## config.mk

```make
export PLATFORM = sky130hd
export DESIGN_NAME = adcsq_top
export DESIGN_NICKNAME = d
export VERILOG_FILES = /design/src/include/adcsq_pkg.sv /design/src/hw/adcsq_top.sv
export SDC_FILE = /design/constraint.sdc
export NUM_CORES = 1
export LEC_CHECK = 0
export ABC_AREA = 1
export BUFFER_PORTS_ARGS = -buffer_cell sky130_fd_sc_hd__clkbuf_2
export CAP_MARGIN = 20
export CORE_MARGIN = 5
export CORE_UTILIZATION = 33
export DETAILED_ROUTE_END_ITERATION = 12
export GPL_ROUTABILITY_DRIVEN = 0
export PLACE_DENSITY = 0.56
export SLEW_MARGIN = 10
export SYNTH_ARGS = -nofsm -noshare
export SYNTH_HDL_FRONTEND = slang
export SYNTH_SLANG_ARGS = --single-unit
export TNS_END_PERCENT = 20
```

## constraint.sdc

```tcl
create_clock -name mclk -period 3 [get_ports mclk]
set_input_delay 0.15 -clock mclk [delete_from_list [all_inputs] [get_ports mclk]]
set_output_delay 0.15 -clock mclk [all_outputs]
set_load 0.01 [all_outputs]
```

## src/include/adcsq_pkg.sv

```systemverilog
// Purpose: Shared constants and types for the conversion sequencer
// Assumes: mclk at 100 MHz
// Notes:   Times are kept in their printed unit; cycle counts are derived
package adcsq_pkg;

  localparam int CLK_PERIOD_NS = 10;

  // Printed times in microseconds
  localparam int T_POR_US       = 4000;
  localparam int T_CONV_60_1X   = 133000;
  localparam int T_CONV_50_1X   = 160000;
  localparam int T_CONV_CMB_1X  = 147000;
  localparam int T_CONV_60_2X   = 67000;
  localparam int T_CONV_50_2X   = 80000;
  localparam int T_CONV_CMB_2X  = 73600;
  localparam int T_DOUT_INT_US  = 830;

  // Least times round up, longest times round down
  localparam int POR_CYC      = (T_POR_US * 1000 + CLK_PERIOD_NS - 1) / CLK_PERIOD_NS;
  localparam int C60_1X_CYC   = (T_CONV_60_1X * 1000) / CLK_PERIOD_NS;
  localparam int C50_1X_CYC   = (T_CONV_50_1X * 1000) / CLK_PERIOD_NS;
  localparam int CCMB_1X_CYC  = (T_CONV_CMB_1X * 1000) / CLK_PERIOD_NS;
  localparam int C60_2X_CYC   = (T_CONV_60_2X * 1000) / CLK_PERIOD_NS;
  localparam int C50_2X_CYC   = (T_CONV_50_2X * 1000) / CLK_PERIOD_NS;
  localparam int CCMB_2X_CYC  = (T_CONV_CMB_2X * 1000) / CLK_PERIOD_NS;
  localparam int DOUT_INT_CYC = (T_DOUT_INT_US * 1000) / CLK_PERIOD_NS;

  // External clock figures
  localparam logic [23:0] EXT_CONV_1X   = 24'd41036;
  localparam logic [23:0] EXT_CONV_2X   = 24'd20556;
  localparam int          EXT_DOUT_PER  = 256;
  localparam int          FILTER_DIV    = 5120;
  localparam int          EXT_MIN_HZ    = 10000;
  // Longest gap between external edges before falling back
  localparam int          EXT_LOSS_CYC  = 1000000000 / (EXT_MIN_HZ * CLK_PERIOD_NS);

  localparam int          WORD_BITS     = 32;
  localparam logic [5:0]  WORD_LAST     = 6'd32;

  // Rejection select encodings
  localparam logic [1:0] REJ_CMB  = 2'b00;
  localparam logic [1:0] REJ_50   = 2'b01;
  localparam logic [1:0] REJ_60   = 2'b10;
  localparam logic [1:0] REJ_RSVD = 2'b11;

  // Output word field positions
  localparam int BIT_EOC  = 31;
  localparam int BIT_ZERO = 30;
  localparam int BIT_SIGN = 29;
  localparam int BIT_MSB  = 28;
  localparam int BIT_LSB  = 5;

  typedef enum logic [1:0] {
    ADCSQ_POR  = 2'b00,
    ADCSQ_CONV = 2'b01,
    ADCSQ_SLEEP = 2'b10,
    ADCSQ_DOUT = 2'b11
  } adcsq_state_e;

  typedef struct packed {
    logic       enable;
    logic       temp_input_select;
    logic       reject_sel_a;
    logic       reject_sel_b;
    logic       double_rate_select;
  } adcsq_cfg_s;

  typedef struct packed {
    logic        sign;
    logic [23:0] value;
    logic [4:0]  sub_lsb;
    logic        over;
    logic        under;
  } adcsq_result_s;

endpackage
```

## src/hw/adcsq_top.sv

```systemverilog
// Purpose: Convert, sleep and output sequencing of a delta-sigma converter
// Assumes: All inputs synchronous to mclk; serial clock edges given as strobes
// Notes:   Result value comes from the modulator as a plain input
`timescale 1ns/10ps
module adcsq_top
  import adcsq_pkg::*;
#(
  parameter int POR_CYCLES = POR_CYC
) (
  input  wire logic          mclk,
  input  wire logic          reset_n,
  input  wire logic          clk_en,
  input  wire logic          supply_ok,
  input  wire logic          conv_clock_pin,
  input  wire logic          cs_n,
  input  wire logic          sck_fall,
  input  wire logic          cfg_load,
  input  wire adcsq_cfg_s    cfg_in,
  input  wire adcsq_result_s mod_result,
  output logic               por_active,
  output logic               ext_clk_sel,
  output logic               osc_enable,
  output logic               conv_busy,
  output logic               cal_offset_en,
  output logic [1:0]         reject_mode,
  output logic               rate_2x,
  output logic               temp_sel,
  output logic               sdo_bit,
  output logic               sdo_oe,
  output logic               word_done
);

  adcsq_state_e state;
  adcsq_state_e next_state;
  logic [31:0]  por_cnt;
  logic [31:0]  loss_cnt;
  logic         pin_q;
  logic         ext_edge;
  logic [31:0]  conv_cnt;
  logic [31:0]  conv_term;
  logic [5:0]   bit_cnt;
  logic [31:0]  shift_word;
  logic [31:0]  word;
  logic         zero_sign;
  logic         conv_done;

  // Supply monitor drives the internal reset hold and pulse
  always_ff @(posedge mclk or negedge reset_n) begin
    if (!reset_n) begin
      por_cnt    <= '0;
      por_active <= 1'b1;
    end else if (clk_en) begin
      if (!supply_ok) begin
        por_cnt    <= '0;
        por_active <= 1'b1;
      end else if (por_cnt < POR_CYCLES - 1) begin
        por_cnt    <= por_cnt + 32'd1;
      end else begin
        por_active <= 1'b0;
      end
    end
  end

  // Edge detect on the conversion clock pin
  always_ff @(posedge mclk or negedge reset_n) begin
    if (!reset_n) begin
      pin_q <= 1'b0;
    end else if (clk_en) begin
      pin_q <= conv_clock_pin;
    end
  end
  assign ext_edge = conv_clock_pin & ~pin_q;

  // Presence detect; gaps longer than a 10 kHz period mean no clock
  always_ff @(posedge mclk or negedge reset_n) begin
    if (!reset_n) begin
      loss_cnt    <= '0;
      ext_clk_sel <= 1'b0;
    end else if (clk_en) begin
      if (por_active) begin
        loss_cnt    <= '0;
        ext_clk_sel <= 1'b0;
      end else if (ext_edge) begin
        loss_cnt    <= '0;
        ext_clk_sel <= 1'b1;
      end else if (loss_cnt >= EXT_LOSS_CYC) begin
        ext_clk_sel <= 1'b0;
      end else begin
        loss_cnt    <= loss_cnt + 32'd1;
      end
    end
  end
  assign osc_enable = ~ext_clk_sel;

  // Configuration register; cleared by power-on reset
  always_ff @(posedge mclk or negedge reset_n) begin
    if (!reset_n) begin
      reject_mode <= REJ_CMB;
      rate_2x     <= 1'b0;
      temp_sel    <= 1'b0;
    end else if (clk_en) begin
      if (por_active) begin
        reject_mode <= REJ_CMB;
        rate_2x     <= 1'b0;
        temp_sel    <= 1'b0;
      end else if (cfg_load && cfg_in.enable &&
                   {cfg_in.reject_sel_a, cfg_in.reject_sel_b} != REJ_RSVD) begin
        reject_mode <= {cfg_in.reject_sel_a, cfg_in.reject_sel_b};
        temp_sel    <= cfg_in.temp_input_select;
        // Temperature input always runs at normal speed
        rate_2x     <= cfg_in.double_rate_select & ~cfg_in.temp_input_select;
      end
    end
  end

  // Offset pass only in 1x; it is part of the conversion time
  assign cal_offset_en = ~rate_2x;

  // Terminal count picked per source, speed and rejection
  always_comb begin
    conv_term = 32'(CCMB_1X_CYC);
    if (ext_clk_sel) begin
      conv_term = rate_2x ? 32'(EXT_CONV_2X) : 32'(EXT_CONV_1X);
    end else begin
      unique case (reject_mode)
        REJ_60:  conv_term = rate_2x ? 32'(C60_2X_CYC) : 32'(C60_1X_CYC);
        REJ_50:  conv_term = rate_2x ? 32'(C50_2X_CYC) : 32'(C50_1X_CYC);
        default: conv_term = rate_2x ? 32'(CCMB_2X_CYC) : 32'(CCMB_1X_CYC);
      endcase
    end
  end

  // Counter advances on the selected conversion clock
  assign conv_done = (state == ADCSQ_CONV) && (conv_cnt >= conv_term - 32'd1) &&
                     (ext_clk_sel ? ext_edge : 1'b1);

  always_ff @(posedge mclk or negedge reset_n) begin
    if (!reset_n) begin
      conv_cnt <= '0;
    end else if (clk_en) begin
      if (state != ADCSQ_CONV || conv_done) begin
        conv_cnt <= '0;
      end else if (!ext_clk_sel || ext_edge) begin
        // A source switch keeps counting; only this result may be off
        conv_cnt <= conv_cnt + 32'd1;
      end
    end
  end

  // Sequencer
  always_comb begin
    next_state = state;
    unique case (state)
      ADCSQ_POR:   next_state = ADCSQ_CONV;
      ADCSQ_CONV:  if (conv_done) next_state = ADCSQ_SLEEP;
      ADCSQ_SLEEP: if (!cs_n) next_state = ADCSQ_DOUT;
      ADCSQ_DOUT:  if (cs_n || bit_cnt == WORD_LAST) next_state = ADCSQ_CONV;
    endcase
  end

  always_ff @(posedge mclk or negedge reset_n) begin
    if (!reset_n) begin
      state <= ADCSQ_POR;
    end else if (clk_en) begin
      state <= por_active ? ADCSQ_POR : next_state;
    end
  end

  // Sign of a zero code flips each 2x conversion
  always_ff @(posedge mclk or negedge reset_n) begin
    if (!reset_n) begin
      zero_sign <= 1'b1;
    end else if (clk_en && por_active) begin
      zero_sign <= 1'b1;
    end else if (clk_en && conv_done && rate_2x) begin
      zero_sign <= ~zero_sign;
    end
  end

  // Compose the word from this result; a 2x zero takes its sign from zero_sign
  always_comb begin
    word                    = '0;
    word[BIT_EOC]           = 1'b0;
    word[BIT_ZERO]          = 1'b0; // zero_filler_bit
    word[BIT_SIGN]          = mod_result.sign;
    word[BIT_MSB:BIT_LSB]   = mod_result.value;
    word[BIT_LSB-1:0]       = mod_result.sub_lsb;
    if (mod_result.over) begin
      word[BIT_SIGN:0] = {2'b11, 28'h0000000};
    end else if (mod_result.under) begin
      word[BIT_SIGN:0] = {2'b00, 28'hFFFFFFF};
    end else if (mod_result.value == 24'h000000 && mod_result.sub_lsb == 5'h00 && rate_2x) begin
      word[BIT_SIGN] = zero_sign;
    end
  end

  // Capture at end of conversion; shift on serial clock falls
  always_ff @(posedge mclk or negedge reset_n) begin
    if (!reset_n) begin
      shift_word <= 32'h80000000;
      bit_cnt    <= '0;
    end else if (clk_en) begin
      if (conv_done) begin
        shift_word <= word;
        bit_cnt    <= '0;
      end else if (state == ADCSQ_DOUT && sck_fall && bit_cnt < WORD_LAST) begin
        // Bits advance on strobes only, so clock jitter never corrupts data
        shift_word <= {shift_word[30:0], 1'b1};
        bit_cnt    <= bit_cnt + 6'd1;
      end else if (state == ADCSQ_CONV || state == ADCSQ_POR) begin
        // Internal reset also clears a word left over from sleep
        shift_word <= 32'h80000000;
        bit_cnt    <= '0;
      end
    end
  end

  // Outputs
  assign conv_busy = (state == ADCSQ_CONV) || (state == ADCSQ_POR);
  assign sdo_oe    = ~cs_n;
  assign sdo_bit   = shift_word[BIT_EOC];
  assign word_done = (state == ADCSQ_DOUT) && (bit_cnt == WORD_LAST);
endmodule // adcsq_top

```

==> qor.csv <==
stage,metric,value,unit
timing,rsz0062_at_grt,yes,
synth,synth_fa_ha_area_share,5.87,%
global_routing,grt_start_max_net_pins,73,
setup_path,worst_path_most_repeated_cell,nand2_1,
setup_path,cp.arrival,3.08,ns
clocking,cts_buffers,17,
timing,max_freq,362,MHz
synth,synth_top_family_by_area,simple AND/OR/NAND/NOR gates,
cells_and_area,instances_no_fill,1721,
power_and_ir_drop,p_leak,5.16,nW
synth,synth_xor_xnor_area_share,4.59,%
clocking,clock_sink_count,144,
detailed_routing,wl_per_cell,13.0,um
global_routing,grt.overflow.total,0,
cells_and_area,seq_area,0.00361,sq mm
detailed_routing,drtAntennaViolNets,0,
synth,synth_top_area_cell,dfrtp_1,
setup_path,critPathLaunchType,flip-flop,
floorplan,core_area,0.0276,sq mm
synth,synthMuxAreaShare,0.109,%
global_routing,grt_first_pass_wirelength,38400,um
timing,maxSlewViolCount,0,
synth,syn_area_per_cell,7.26,sq um
clocking,clock_latency,0.43,ns
synth,synth_area_leaders,"dfrtp_1 39%, nand2_1 13%, nor2_1 7.7%",
synth,yosys-top-cells-count,"327 x nand2_1, 188 x nor2_1, 141 x dfrtp_1",
setup_path,cp_data_required_time,3.32,ns
timing,fin_crit,2.76,ns
synth,synth-simple-area-share,36.0,%
global_routing,track_usage,14.9,%
detailed_routing,routed_via_density,4.67,
timing,finalSetupViolations,0,
synth,yosysMostFrequentCell,nand2_1,
floorplan,initial_core_util,33.1,%
timing,worst-slew-pin-transition,0.568,ns
synth,async_flop_share,100,%
power_and_ir_drop,p_per_area,419,mW/mm^2
placed_design,dpl-instance-area,0.00992,sq mm
cells_and_area,syn2layout_area_growth,16.6,%
floorplan,row_count,61,
synth,ys_seq_area_share,39.4,%
detailed_routing,drt_iter0_drc,409,
detailed_routing,wl,22400,um
placed_design,port-buffer-count,56,
global_routing,grt_pass1_vias,7888,
synth,synth_cell_types,44,
synth,synth_top_area_share,38.5,%
cells_and_area,drive_gt1_share,12.4,%
synth,synth_compound_area_share,5.53,%
job,max-cap-violations,0,
synth,synth-main-ff-cell,dfrtp_1,
cells_and_area,nFillCells,2920,
cells_and_area,num_antenna_cells,0,
placed_design,dp.cells,1683,
worst_hold_path,hp-class,input pin to flip-flop,
setup_path,path_cells,"ha_4, nor2_4, inv_1, o22ai_1, inv_1, ha_1, nand2_1, nor2_2, inv_1, nor2_1, nand2_1, nand2_1, nand2_1, nand2_2, nand2_4, buf_12, nand2_1, o21ai_1, nand2_1, nand2_1",
power_and_ir_drop,p_total,4.47,mW
setup_path,worstSetupPathType,flip-flop to flip-flop,
setup_path,end_kind,flip-flop,
power_and_ir_drop,peakVddDrop,0.000357,V
clocking,cts_root_buf,clkbuf_16,
clocking,cts_tree,yes,
setup_path,crit_path_max_fanout,22,
timing,finalClockSkew,0.0127,ns
floorplan,die_h,177,um
floorplan,num_io_pins,57,
cells_and_area,final_area,0.0107,sq mm
detailed_routing,vias,8045,
clocking,htree_num_levels,4,
placed_design,dp_hpwl,15800,um
setup_path,worst-path-buf-inv,4,
clocking,clk_pin_slew,0.07,ns
cells_and_area,multi_input_area,0.00488,sq mm
detailed_routing,drtPass1Iterations,5,
floorplan,fp.dieW,177,um
timing,slew_headroom,62.1,%
synth,ys_seq_elements,144,
timing,tns,0,ns
synth,synth-edff-count,0,
synth,synth_area,0.00916,sq mm
synth,synth_warnings,0,
setup_path,cp_top_family,simple AND/OR/NAND/NOR gates,
global_routing,antenna_found_initial,0,
floorplan,dieArea,0.0312,sq mm
cells_and_area,final_nets,1418,
setup_path,critPathSlowestCell,dfrtp_1,
timing,min_period_over_period,92.0,%
run_status,outcome,finished clean,
detailed_routing,route.detailed.drc,0,
synth,syn_inst,1262,
setup_path,slowest_delay,0.44,ns
timing,finalHoldViolCount,0,
clocking,postCtsSetupBuffers,0,
clocking,clockBufferDepth,2,
state kept, by name (all words and copies together), names as in the netlist, 2 cells and up:
| name | count |
|---|---|
| state | 2 |
| shift_word | 32 |
| loss_cnt | 32 |
| bit_cnt | 6 |
| por_cnt | 32 |
| conv_cnt | 32 |
| reject_mode | 2 |
logic make-up (layout without fill, tap and decap cells):
family	count (synthesis)	after routing
xor+xnor	48	48
fa+ha+maj	43	43
buf+inv	184	257
simple gates	754	754
flops	144	144
compound gates	87	87
other cells	1	9
mux	1	1
repair_timing:
action	CTS	global route
gates resized for setup	0	23
hold endpoints to repair	36	0
endpoints found under the setup margin	0	73
hold buffers	6	0
metrics by stage:
stage	hold slack, ns	setup slack, ns	util [%]
5_1_grt	0.0313	-0.0518	38.6
3_3_place_gp	0.0556	0.118	35.9
3_5_place_dp	0.0568	0.0740	35.9
6_report	0.0373	0.240	38.6
2_1_floorplan	-0.146	0.226	-
4_1_cts	0.0255	0.0332	38.4
placed cells by master, fill, tap and decap left out, types with 22 or more instances in the layout:
cell      instances
dfrtp_1         141
ha_1             41
a21oi_1          22
o21ai_0          37
nand3_1         130
nor3_1           37
xor2_1           42
nand4_1          26
nor2_1          182
nand2_1         325
clkbuf_2         55
inv_1           131
routing by layer:
metal / track usage [%] / wire length (um)
met1: 20.1 / 10700
met2: 24.4 / 10600
met3: 2.78 / 659
met4: 4.22 / 378
met5: 0 / 0
path summary, 6_finish.rpt:
kind | endpoint | startpoint | cells after the start | slack (ns)
max | shift_word[0]$_DFFE_PN0P_ | reject_mode[1]$_DFFE_PN0P_ | 20 | 0.24
min | pin_q$_DFFE_PN0P_ | conv_clock_pin | 3 | 0.04
min in group asynchronous | loss_cnt[6]$_DFFE_PN0P_ | reset_n | 2 | 0.19
max in group asynchronous | por_cnt[23]$_DFFE_PN0P_ | reset_n | 3 | 1.93
min reg2reg | shift_word[29]$_DFFE_PN0P_ | shift_word[29]$_DFFE_PN0P_ | 2 | 0.48
max reg2reg | shift_word[0]$_DFFE_PN0P_ | reject_mode[1]$_DFFE_PN0P_ | 20 | 0.24
report_power, final:
group	total [mW]	internal, mW	switching, mW
Sequential	1.96	1.95	0.00771
Combinational	0.255	0.0721	0.183
Clock	2.26	1.35	0.906
tightest hold or removal path: stages:
cell and delay [ns]:
clkbuf_2 0.09, inv_1 0.09, o21ai_0 0.09
cell type report:
type,instances,share of cell area [%]
clock buffer,19,4.15
clock inverter,13,1.64
inverter,138,4.85
multi-input combinational,942,45.7
sequential,144,33.8
tap,378,4.43
timing repair buffer,87,5.46
(Power assumes the default switching activity.)
